==> src/pkg/rfpg_pkg.sv <==
/*
  Package for the ripple fixup and PI gain register bank: offsets, fields,
  reset values and decode helpers.
  Assumes a 32-bit Avalon-MM slave with word addressing derived from byte addresses.
*/
package rfpg_pkg;
  localparam logic [7:0] RFPG_IDX_FILTER = 8'h17;
  localparam logic [7:0] RFPG_IDX_PROP = 8'h18;
  localparam logic [7:0] RFPG_IDX_INTEG = 8'h19;
  localparam logic [7:0] RFPG_IDX_CTRL = 8'h1a;
  localparam logic [7:0] RFPG_RST_FILTER = 8'h45;
  localparam logic [7:0] RFPG_RST_PROP = 8'h21;
  localparam logic [7:0] RFPG_RST_INTEG = 8'h21;
  localparam logic [7:0] RFPG_RST_CTRL = 8'h01;
  localparam int RFPG_BIT_PULSE_STOP = 7;
  localparam int RFPG_BIT_COUNT_ON = 0;
  localparam int RFPG_BIT_BLOCK_OFF = 1;
  localparam logic [2:0] RFPG_DIV_RESERVED = 3'h7;
  localparam logic [1:0] RFPG_WAIT_CYCLES = 2'h1;

  typedef enum logic [1:0]
  {
    RFPG_IDLE = 2'b00,
    RFPG_WAIT = 2'b01,
    RFPG_DONE = 2'b10
  } rfpg_state_t;

  // Divisor code to log2 of divisor; reserved code gives 0xf
  function automatic logic [3:0] rfpg_div_shift(input logic [2:0] code);
    case (code)
      3'h0: rfpg_div_shift = 4'h5;
      3'h1: rfpg_div_shift = 4'h6;
      3'h2: rfpg_div_shift = 4'h7;
      3'h3: rfpg_div_shift = 4'h8;
      3'h4: rfpg_div_shift = 4'h9;
      3'h5: rfpg_div_shift = 4'h4;
      3'h6: rfpg_div_shift = 4'h0;
      default: rfpg_div_shift = 4'hf;
    endcase
  endfunction

  // Window code to percent
  function automatic logic [5:0] rfpg_window_pct(input logic [1:0] code);
    rfpg_window_pct = 6'(6'd20 + 6'd10 * code);
  endfunction
endpackage

==> src/rtl/rfpg_regs.sv <==
/*
  Ripple fixup and PI gain configuration register bank with Avalon-MM slave.
  Assumes a single clock; outputs feed the ripple counter and PI loop.
*/
// Register access over Avalon-MM is this design's own decision.
// What this block does
// RL1 - Pulse stop 0: corrector always pulses; 1: may withhold pulses
// RL2 - Three-bit lowpass setting: larger means slower ripple counter response
// RL3 - Extra ripple window codes 0..3 map to 20, 30, 40, 50 percent
// RL4 - Missed ripple window codes 0..3 map to 20, 30, 40, 50 percent
// RL5 - Proportional divisor codes give 32,64,128,256,512,16,1
// RL6 - Effective proportional gain is numerator divided by selected divisor
// RL7 - Integral divisor codes give 32,64,128,256,512,16,1
// RL8 - Effective integral gain is numerator divided by selected divisor
// RL9 - Block off bit disables the whole corrector, independent of pulse stop
// RL10 - Count on enables ripple counting; fixup settings act only then
// RL11 - Software should not write divisor code 111
`timescale 1ns/1ps
module rfpg_regs
  import rfpg_pkg::*;
(
  input wire logic i_clk,
  input wire logic i_reset,
  input wire logic [9:0] i_address,
  input wire logic i_read,
  input wire logic i_write,
  input wire logic [31:0] i_writedata,
  input wire logic [3:0] i_byteenable,
  output logic [31:0] o_readdata,
  output logic o_waitrequest,
  output logic o_fixup_active,
  output logic o_fixup_pulse_allow_hold,
  output logic o_ripple_count_on,
  output logic [2:0] o_motion_lowpass_setting,
  output logic [5:0] o_extra_ripple_pct,
  output logic [5:0] o_missed_ripple_pct,
  output logic [13:0] o_prop_gain_q9,
  output logic [13:0] o_integ_gain_q9
);
  logic [7:0] filter_reg;
  logic [7:0] prop_reg;
  logic [7:0] integ_reg;
  logic [7:0] ctrl_reg;
  rfpg_state_t state_reg;
  logic [7:0] word_idx;
  logic [7:0] rd_mux;
  logic prop_res;
  logic integ_res;
  logic wr_take;

  // ****************************************
  // Bus handshake
  // ****************************************
  // One wait cycle so read data come from a register
  assign word_idx = i_address[9:2];
  // Write lands only in the accept cycle, so a held write cannot land twice
  assign wr_take = i_write && (state_reg == RFPG_DONE) && i_byteenable[0];

  always_ff @(posedge i_clk or posedge i_reset)
  begin
    if (i_reset)
      state_reg <= RFPG_IDLE;
    else
      case (state_reg)
        RFPG_IDLE: state_reg <= (i_read || i_write) ? RFPG_DONE : RFPG_IDLE;
        RFPG_DONE: state_reg <= RFPG_WAIT;
        RFPG_WAIT: state_reg <= RFPG_IDLE;
        default: state_reg <= RFPG_IDLE;
      endcase
  end

  always_ff @(posedge i_clk or posedge i_reset)
  begin
    if (i_reset)
      o_waitrequest <= 1'b1;
    else
      o_waitrequest <= !((state_reg == RFPG_IDLE) && (i_read || i_write));
  end

  always_comb
  begin
    case (word_idx)
      RFPG_IDX_FILTER: rd_mux = filter_reg;
      RFPG_IDX_PROP: rd_mux = prop_reg;
      RFPG_IDX_INTEG: rd_mux = integ_reg;
      RFPG_IDX_CTRL: rd_mux = ctrl_reg;
      default: rd_mux = 8'h00;
    endcase
  end

  always_ff @(posedge i_clk or posedge i_reset)
  begin
    if (i_reset)
      o_readdata <= 32'h00000000;
    else if (state_reg == RFPG_IDLE && i_read)
      o_readdata <= {24'h000000, rd_mux};
  end

  // ****************************************
  // Registers
  // ****************************************
  always_ff @(posedge i_clk or posedge i_reset)
  begin
    if (i_reset)
    begin
      filter_reg <= RFPG_RST_FILTER;
      prop_reg <= RFPG_RST_PROP;
      integ_reg <= RFPG_RST_INTEG;
      ctrl_reg <= RFPG_RST_CTRL;
    end
    else if (wr_take)
      case (word_idx)
        RFPG_IDX_FILTER: filter_reg <= i_writedata[7:0];
        RFPG_IDX_PROP: prop_reg <= i_writedata[7:0];
        RFPG_IDX_INTEG: integ_reg <= i_writedata[7:0];
        RFPG_IDX_CTRL: ctrl_reg <= {6'h00, i_writedata[1:0]};
        default: ctrl_reg <= ctrl_reg;
      endcase
  end

  // ****************************************
  // Outputs to the corrector and PI loop
  // ****************************************
  always_ff @(posedge i_clk or posedge i_reset)
  begin
    if (i_reset)
    begin
      o_ripple_count_on <= 1'b0;
      o_fixup_active <= 1'b0;
      o_fixup_pulse_allow_hold <= 1'b0;
      o_motion_lowpass_setting <= 3'h0;
      o_extra_ripple_pct <= 6'h00;
      o_missed_ripple_pct <= 6'h00;
    end
    else
    begin
      o_ripple_count_on <= ctrl_reg[RFPG_BIT_COUNT_ON]; // RL10
      // Corrector runs only while counting and not switched off
      o_fixup_active <= ctrl_reg[RFPG_BIT_COUNT_ON] && !ctrl_reg[RFPG_BIT_BLOCK_OFF]; // RL9
      o_fixup_pulse_allow_hold <= filter_reg[RFPG_BIT_PULSE_STOP]; // RL1
      o_motion_lowpass_setting <= filter_reg[6:4]; // RL2
      o_extra_ripple_pct <= rfpg_window_pct(filter_reg[3:2]); // RL3
      o_missed_ripple_pct <= rfpg_window_pct(filter_reg[1:0]); // RL4
    end
  end

  // RL5 RL6
  rfpg_gain_calc u_prop
  (
    .i_clk(i_clk),
    .i_reset(i_reset),
    .i_numerator(prop_reg[4:0]),
    .i_div_code(prop_reg[7:5]),
    .o_gain_q9(o_prop_gain_q9),
    .o_reserved(prop_res)
  );

  // RL7 RL8 RL11
  rfpg_gain_calc u_integ
  (
    .i_clk(i_clk),
    .i_reset(i_reset),
    .i_numerator(integ_reg[4:0]),
    .i_div_code(integ_reg[7:5]),
    .o_gain_q9(o_integ_gain_q9),
    .o_reserved(integ_res)
  );

  // ****************************************
  // Checks
  // ****************************************
  AST_PULSE: assert property (@(posedge i_clk) disable iff (i_reset) // RL1
    o_fixup_pulse_allow_hold == $past(filter_reg[7])) else $error("pulse stop mismatch");
  AST_LOWPASS: assert property (@(posedge i_clk) disable iff (i_reset) // RL2
    $changed(filter_reg[6:4]) |=> o_motion_lowpass_setting == $past(filter_reg[6:4])) else $error("lowpass");
  AST_EXTRA: assert property (@(posedge i_clk) disable iff (i_reset) // RL3
    filter_reg[3:2] == 2'h3 |=> o_extra_ripple_pct == 6'd50) else $error("extra window");
  AST_MISS: assert property (@(posedge i_clk) disable iff (i_reset) // RL4
    filter_reg[1:0] == 2'h0 |=> o_missed_ripple_pct == 6'd20) else $error("missed window");
  AST_PDIV16: assert property (@(posedge i_clk) disable iff (i_reset) // RL5
    prop_reg[7:5] == 3'h5 |=> o_prop_gain_q9 == 14'({$past(prop_reg[4:0]), 5'h00})) else $error("prop div16");
  AST_PGAIN1: assert property (@(posedge i_clk) disable iff (i_reset) // RL6
    prop_reg[7:5] == 3'h6 |=> o_prop_gain_q9 == 14'({$past(prop_reg[4:0]), 9'h000})) else $error("prop div1");
  AST_IDIV32: assert property (@(posedge i_clk) disable iff (i_reset) // RL7
    integ_reg[7:5] == 3'h0 |=> o_integ_gain_q9 == 14'({$past(integ_reg[4:0]), 4'h0})) else $error("integ div32");
  AST_IRES: assert property (@(posedge i_clk) disable iff (i_reset) // RL8
    integ_reg[7:5] == 3'h7 |=> integ_res && o_integ_gain_q9 == 14'h0000) else $error("integ reserved");
  AST_BLOCK: assert property (@(posedge i_clk) disable iff (i_reset) // RL9
    ctrl_reg[1] |=> !o_fixup_active) else $error("block off ignored");
  AST_COUNT: assert property (@(posedge i_clk) disable iff (i_reset) // RL10
    !ctrl_reg[0] |=> !o_ripple_count_on && !o_fixup_active) else $error("count off");
  AST_PDIV512: assert property (@(posedge i_clk) disable iff (i_reset) // RL5
    prop_reg[7:5] == 3'h4 |=> o_prop_gain_q9 == 14'($past(prop_reg[4:0]))) else $error("prop div512");
  AST_PDIV32: assert property (@(posedge i_clk) disable iff (i_reset) // RL5
    prop_reg[7:5] == 3'h0 |=> o_prop_gain_q9 == 14'({$past(prop_reg[4:0]), 4'h0})) else $error("prop div32");
  AST_PRES: assert property (@(posedge i_clk) disable iff (i_reset) // RL5
    prop_reg[7:5] == 3'h7 |=> prop_res && o_prop_gain_q9 == 14'h0000) else $error("prop reserved");
  AST_IDIV16: assert property (@(posedge i_clk) disable iff (i_reset) // RL7
    integ_reg[7:5] == 3'h5 |=> o_integ_gain_q9 == 14'({$past(integ_reg[4:0]), 5'h00})) else $error("integ div16");
  AST_IGAIN1: assert property (@(posedge i_clk) disable iff (i_reset) // RL8
    integ_reg[7:5] == 3'h6 |=> o_integ_gain_q9 == 14'({$past(integ_reg[4:0]), 9'h000})) else $error("integ div1");
  AST_EXTRA20: assert property (@(posedge i_clk) disable iff (i_reset) // RL3
    filter_reg[3:2] == 2'h0 |=> o_extra_ripple_pct == 6'd20) else $error("extra window low");
  AST_MISS50: assert property (@(posedge i_clk) disable iff (i_reset) // RL4
    filter_reg[1:0] == 2'h3 |=> o_missed_ripple_pct == 6'd50) else $error("missed window high");
  AST_ACT_COUNT: assert property (@(posedge i_clk) disable iff (i_reset) // RL10
    o_fixup_active |-> o_ripple_count_on) else $error("corrector active without counting");
  AST_INDEP: assert property (@(posedge i_clk) disable iff (i_reset) // RL9
    $changed(filter_reg[7]) && $stable(ctrl_reg) |=> $stable(o_fixup_active)) else $error("block off follows pulse stop");
  // Bus shape: waitrequest low for one cycle, upper read bits always zero
  AST_WAIT: assert property (@(posedge i_clk) disable iff (i_reset)
    ((i_read || i_write) && !o_waitrequest) |=> o_waitrequest [*2]) else $error("handshake");
  AST_WR_ACCEPT: assert property (@(posedge i_clk) disable iff (i_reset)
    wr_take |-> !o_waitrequest) else $error("write outside accept cycle");
  AST_RD_UPPER: assert property (@(posedge i_clk) disable iff (i_reset)
    o_readdata[31:8] == 24'h000000) else $error("read upper bits");

  // Main scenarios
  COV_WRITE: cover property (@(posedge i_clk) disable iff (i_reset) wr_take);
  COV_READ: cover property (@(posedge i_clk) disable iff (i_reset) i_read && !o_waitrequest);
  COV_PRES: cover property (@(posedge i_clk) disable iff (i_reset) prop_res);
  COV_IRES: cover property (@(posedge i_clk) disable iff (i_reset) integ_res);
  COV_BLOCKOFF: cover property (@(posedge i_clk) disable iff (i_reset) ctrl_reg[1] && ctrl_reg[0]);
endmodule

==> src/rtl/rfpg_gain_calc.sv <==
/*
  Gain evaluation: turns numerator and divisor code into a Q5.9 effective gain.
  Assumes inputs come from registers on the same clock.
*/
`timescale 1ns/1ps
module rfpg_gain_calc
  import rfpg_pkg::*;
(
  input wire logic i_clk,
  input wire logic i_reset,
  input wire logic [4:0] i_numerator,
  input wire logic [2:0] i_div_code,
  output logic [13:0] o_gain_q9,
  output logic o_reserved
);
  logic [3:0] shift;
  logic [13:0] scaled;

  // ****************************************
  // Effective gain = numerator / divisor, 9 fraction bits
  // ****************************************
  always_comb
  begin
    shift = rfpg_div_shift(i_div_code); // RL5 RL7
    scaled = 14'(({9'h000, i_numerator} << 9) >> shift); // RL6 RL8
  end

  // Reserved code yields a zero gain so the loop holds still
  always_ff @(posedge i_clk or posedge i_reset)
  begin
    if (i_reset)
    begin
      o_gain_q9 <= 14'h0000;
      o_reserved <= 1'b0;
    end
    else
    begin
      o_reserved <= (i_div_code == RFPG_DIV_RESERVED);
      o_gain_q9 <= (i_div_code == RFPG_DIV_RESERVED) ? 14'h0000 : scaled;
    end
  end
endmodule

==> config.mk <==
export PLATFORM = sky130hd
export DESIGN_NAME = rfpg_regs
export DESIGN_NICKNAME = d
export VERILOG_FILES = /design/src/pkg/rfpg_pkg.sv /design/src/rtl/rfpg_regs.sv /design/src/rtl/rfpg_gain_calc.sv
export SDC_FILE = /design/constraint.sdc
export NUM_CORES = 1
export LEC_CHECK = 0
export BUFFER_PORTS_ARGS = -buffer_cell sky130_fd_sc_hd__buf_2
export CORE_MARGIN = 2
export CORE_UTILIZATION = 53
export CTS_CLUSTER_SIZE = 8
export DETAILED_ROUTE_END_ITERATION = 8
export GPL_TIMING_DRIVEN = 0
export PLACE_DENSITY = 0.84
export SYNTH_ARGS = -nofsm -noshare
export SYNTH_HDL_FRONTEND = slang
export SYNTH_SLANG_ARGS = --single-unit
export TNS_END_PERCENT = 30
==> constraint.sdc <==
create_clock -name i_clk -period 4.31 [get_ports i_clk]
set_input_delay 0 -clock i_clk [delete_from_list [all_inputs] [get_ports i_clk]]
set_output_delay 0 -clock i_clk [all_outputs]
set_load 0.01 [all_outputs]
==> metrics.txt <==
crit path max fanout 10; max-slew violation count 0; largest net degree at the start of global routing 79; post-synthesis register bit count 81; endpoint class of the critical path register; Slew @ Worst Pin 0.570 ns; area delta synth->final 24.9%; Clock transition at path regs 0.08 ns; fmax 584 MHz; worst slew margin relative to its limit 61.9%; vias per cell 5.12; # DRC 0; Detailed Place HPWL 5320 um; Clock Skew 0.00653 ns; final setup vio count 0; Placer Congestion 0.890; final setup TNS 0 ns; n_diodes 0; maximum VDD drop 151 uV; ratio of cells with drive above 1 in the final layout 37.1%; Setup Crit Path Kind reg2reg; fin util 67.5%; wire per inst 14.3 um; Synth Flop Type dfrtp_1; DRT iter0 DRCs 222; pre-CTS WS 2.66 ns; Die Span Y 86.8 um; post-route ant nets 0; Post-CTS Setup Bufs 0; Cell Area, Synth 3630 um^2; WP data required 4.56 ns; Min Clock Period, post-route 1.71 ns; cell leakage power 2.33 nW; root buffer cell clkbuf_8; Post-synth EDFFs 0; CTS H-tree depth 3; CTS sink cnt 81; nature of the critical path startpoint register; Die Area 7530 um^2; TritonCTS buffer count 9; setup slack after layout 2.60 ns; run status complete, no violations; pwr/cell area 334 nW/um^2; Core ar. 6720 um^2; Warnings, synthesis 0; WL final 7580 um; antenna violations before repair 0; worst skew pair latency 0.34 ns; RSZ-0062 raised after global routing false; FILL cells 536; NumNets Final 495; num ports 129; row count 30; Syn Area/Cell 11.3 um^2; fin crit share 39.7%; via count 2,701; gr ovfl total 0; initial core utilization 54.1%; max_cap viols 0; CTS tree built; first-pass GRT wire length 12,300 um; Unique masters post-synth 49; Power Total 0.00152 W; clock buffer depth 2; Seq/Total Area, Yosys 56.1%; Async SR Flop Fraction 100%; GRT Total Usage 20.9%; Synth Instances 322; vias in the first global route 2,543; PortBufs 73; endpoints failing hold 0; DR pass1 iterations 4; die width 86.8 um; Largest regs u_integ.o_gain_q9 (14), u_prop.o_gain_q9 (14); Hold WC Path Type in2async; worst endpoint data arrival time 1.96 ns
[kinds of logic (layout without fill, tap and decap cells)]
logic type | count (synthesis) | after routing | share of synthesized area (%)
other | 1 | 26 | 0.103
flip-flops | 81 | 81 | 56.1
multiplexers | 31 | 31 | 9.44
buffers and inverters | 58 | 159 | 8.92
adder cells (fa/ha/maj) | 2 | 2 | 0.689
AO/OA/AOI/OAI | 62 | 62 | 11.6
AND/OR/NAND/NOR | 87 | 87 | 13.2
[power breakdown]
| group | internal (W) | switching [W] | leakage, nW | total [W] |
|---|---|---|---|---|
| sequential | 0.000786 | 0.0000143 | 1.07 | 0.000800 |
| clock | 0.000297 | 0.000265 | 0.109 | 0.000562 |
| combinational | 0.0000666 | 0.0000870 | 1.15 | 0.000154 |
| total | 0.00115 | 0.000366 | 2.33 | 0.00152 |
[final cells by class]
type	instances	area [um^2]	area share (%)
well taps	80	100	2.21
flip-flops and latches	81	2040	44.9
plain buffers	44	272	5.98
clock inverters	5	53.8	1.19
multi-input cells	208	1370	30.1
inverters	14	55.1	1.21
repair buffers	85	503	11.1
clock buffers	11	151	3.34
[layer usage]
layer	track usage [%]	routed length, um
met1	26.7	3150
met2	34.8	3860
met3	5.14	424
met4	7.24	139
met5	0	0
[timing repair]
item / in CTS / in global routing
hold buffers: 11 / 0
resized for setup: 0 / 0
endpoints found under the hold margin: 100 / 0
[cell usage after synthesis (all sizes together), types with 5 or more instances]
cell type,count,area (um^2)
a21oi,13,65.1
a22oi,10,75.1
a31oi,5,31.3
and3,6,40.0
buf,29,215
clkbuf,15,56.3
dfrtp,72,1800
dfstp,9,236
inv,14,52.6
mux2,26,293
mux2i,5,50.1
nand2,27,101
nand2b,7,43.8
nor2,23,86.3
nor2b,7,43.8
o21ai,9,45.0
o22ai,6,37.5
[final timing paths]
| check | from | end | slack (ns) | cells past startpoint |
|---|---|---|---|---|
| max in group asynchronous | i_reset | ctrl_reg[0] | 3.65 | 4 |
| hold reg to reg | filter_reg[0] | o_missed_ripple_pct[1] | 0.41 | 0 |
| min in group i_clk | i_address[8] | o_readdata[3] | 0.14 | 4 |
| setup / recovery | integ_reg[5] | u_integ.o_gain_q9[2] | 2.60 | 4 |
| setup reg to reg | integ_reg[5] | u_integ.o_gain_q9[2] | 2.60 | 4 |
| hold / removal | i_reset | u_prop.o_gain_q9[7] | 0.06 | 3 |
[critical path, cell delays in order, from the launching register on]
cell	delay (ns)
dfstp_2	0.58
clkbuf_1	0.37
clkbuf_1	0.40
a21oi_1	0.13
o32ai_1	0.13
[stage by stage]
step	hold WS [ns]	std cells	instance area, um^2
floorplan	0.138	347	3730
global placement	0.256	500	4190
detailed placement	-0.116	501	4220
CTS	0.0519	528	4540
global route	0.0730	528	4540
finish	0.0641	528	4540
[layout by cell type, fill, tap and decap left out, types with 9 or more instances in the layout]
master	n
o21ai_0	9
nor2_1	23
a22oi_1	10
clkbuf_8	11
buf_4	26
a21oi_1	13
mux2_2	26
inv_1	13
dfrtp_1	72
conb_1	26
dlygate4sd3_1	11
dfstp_2	9
clkbuf_1	15
buf_2	74
nand2_1	27
Note: power is estimated with default switching activity, not from simulation.
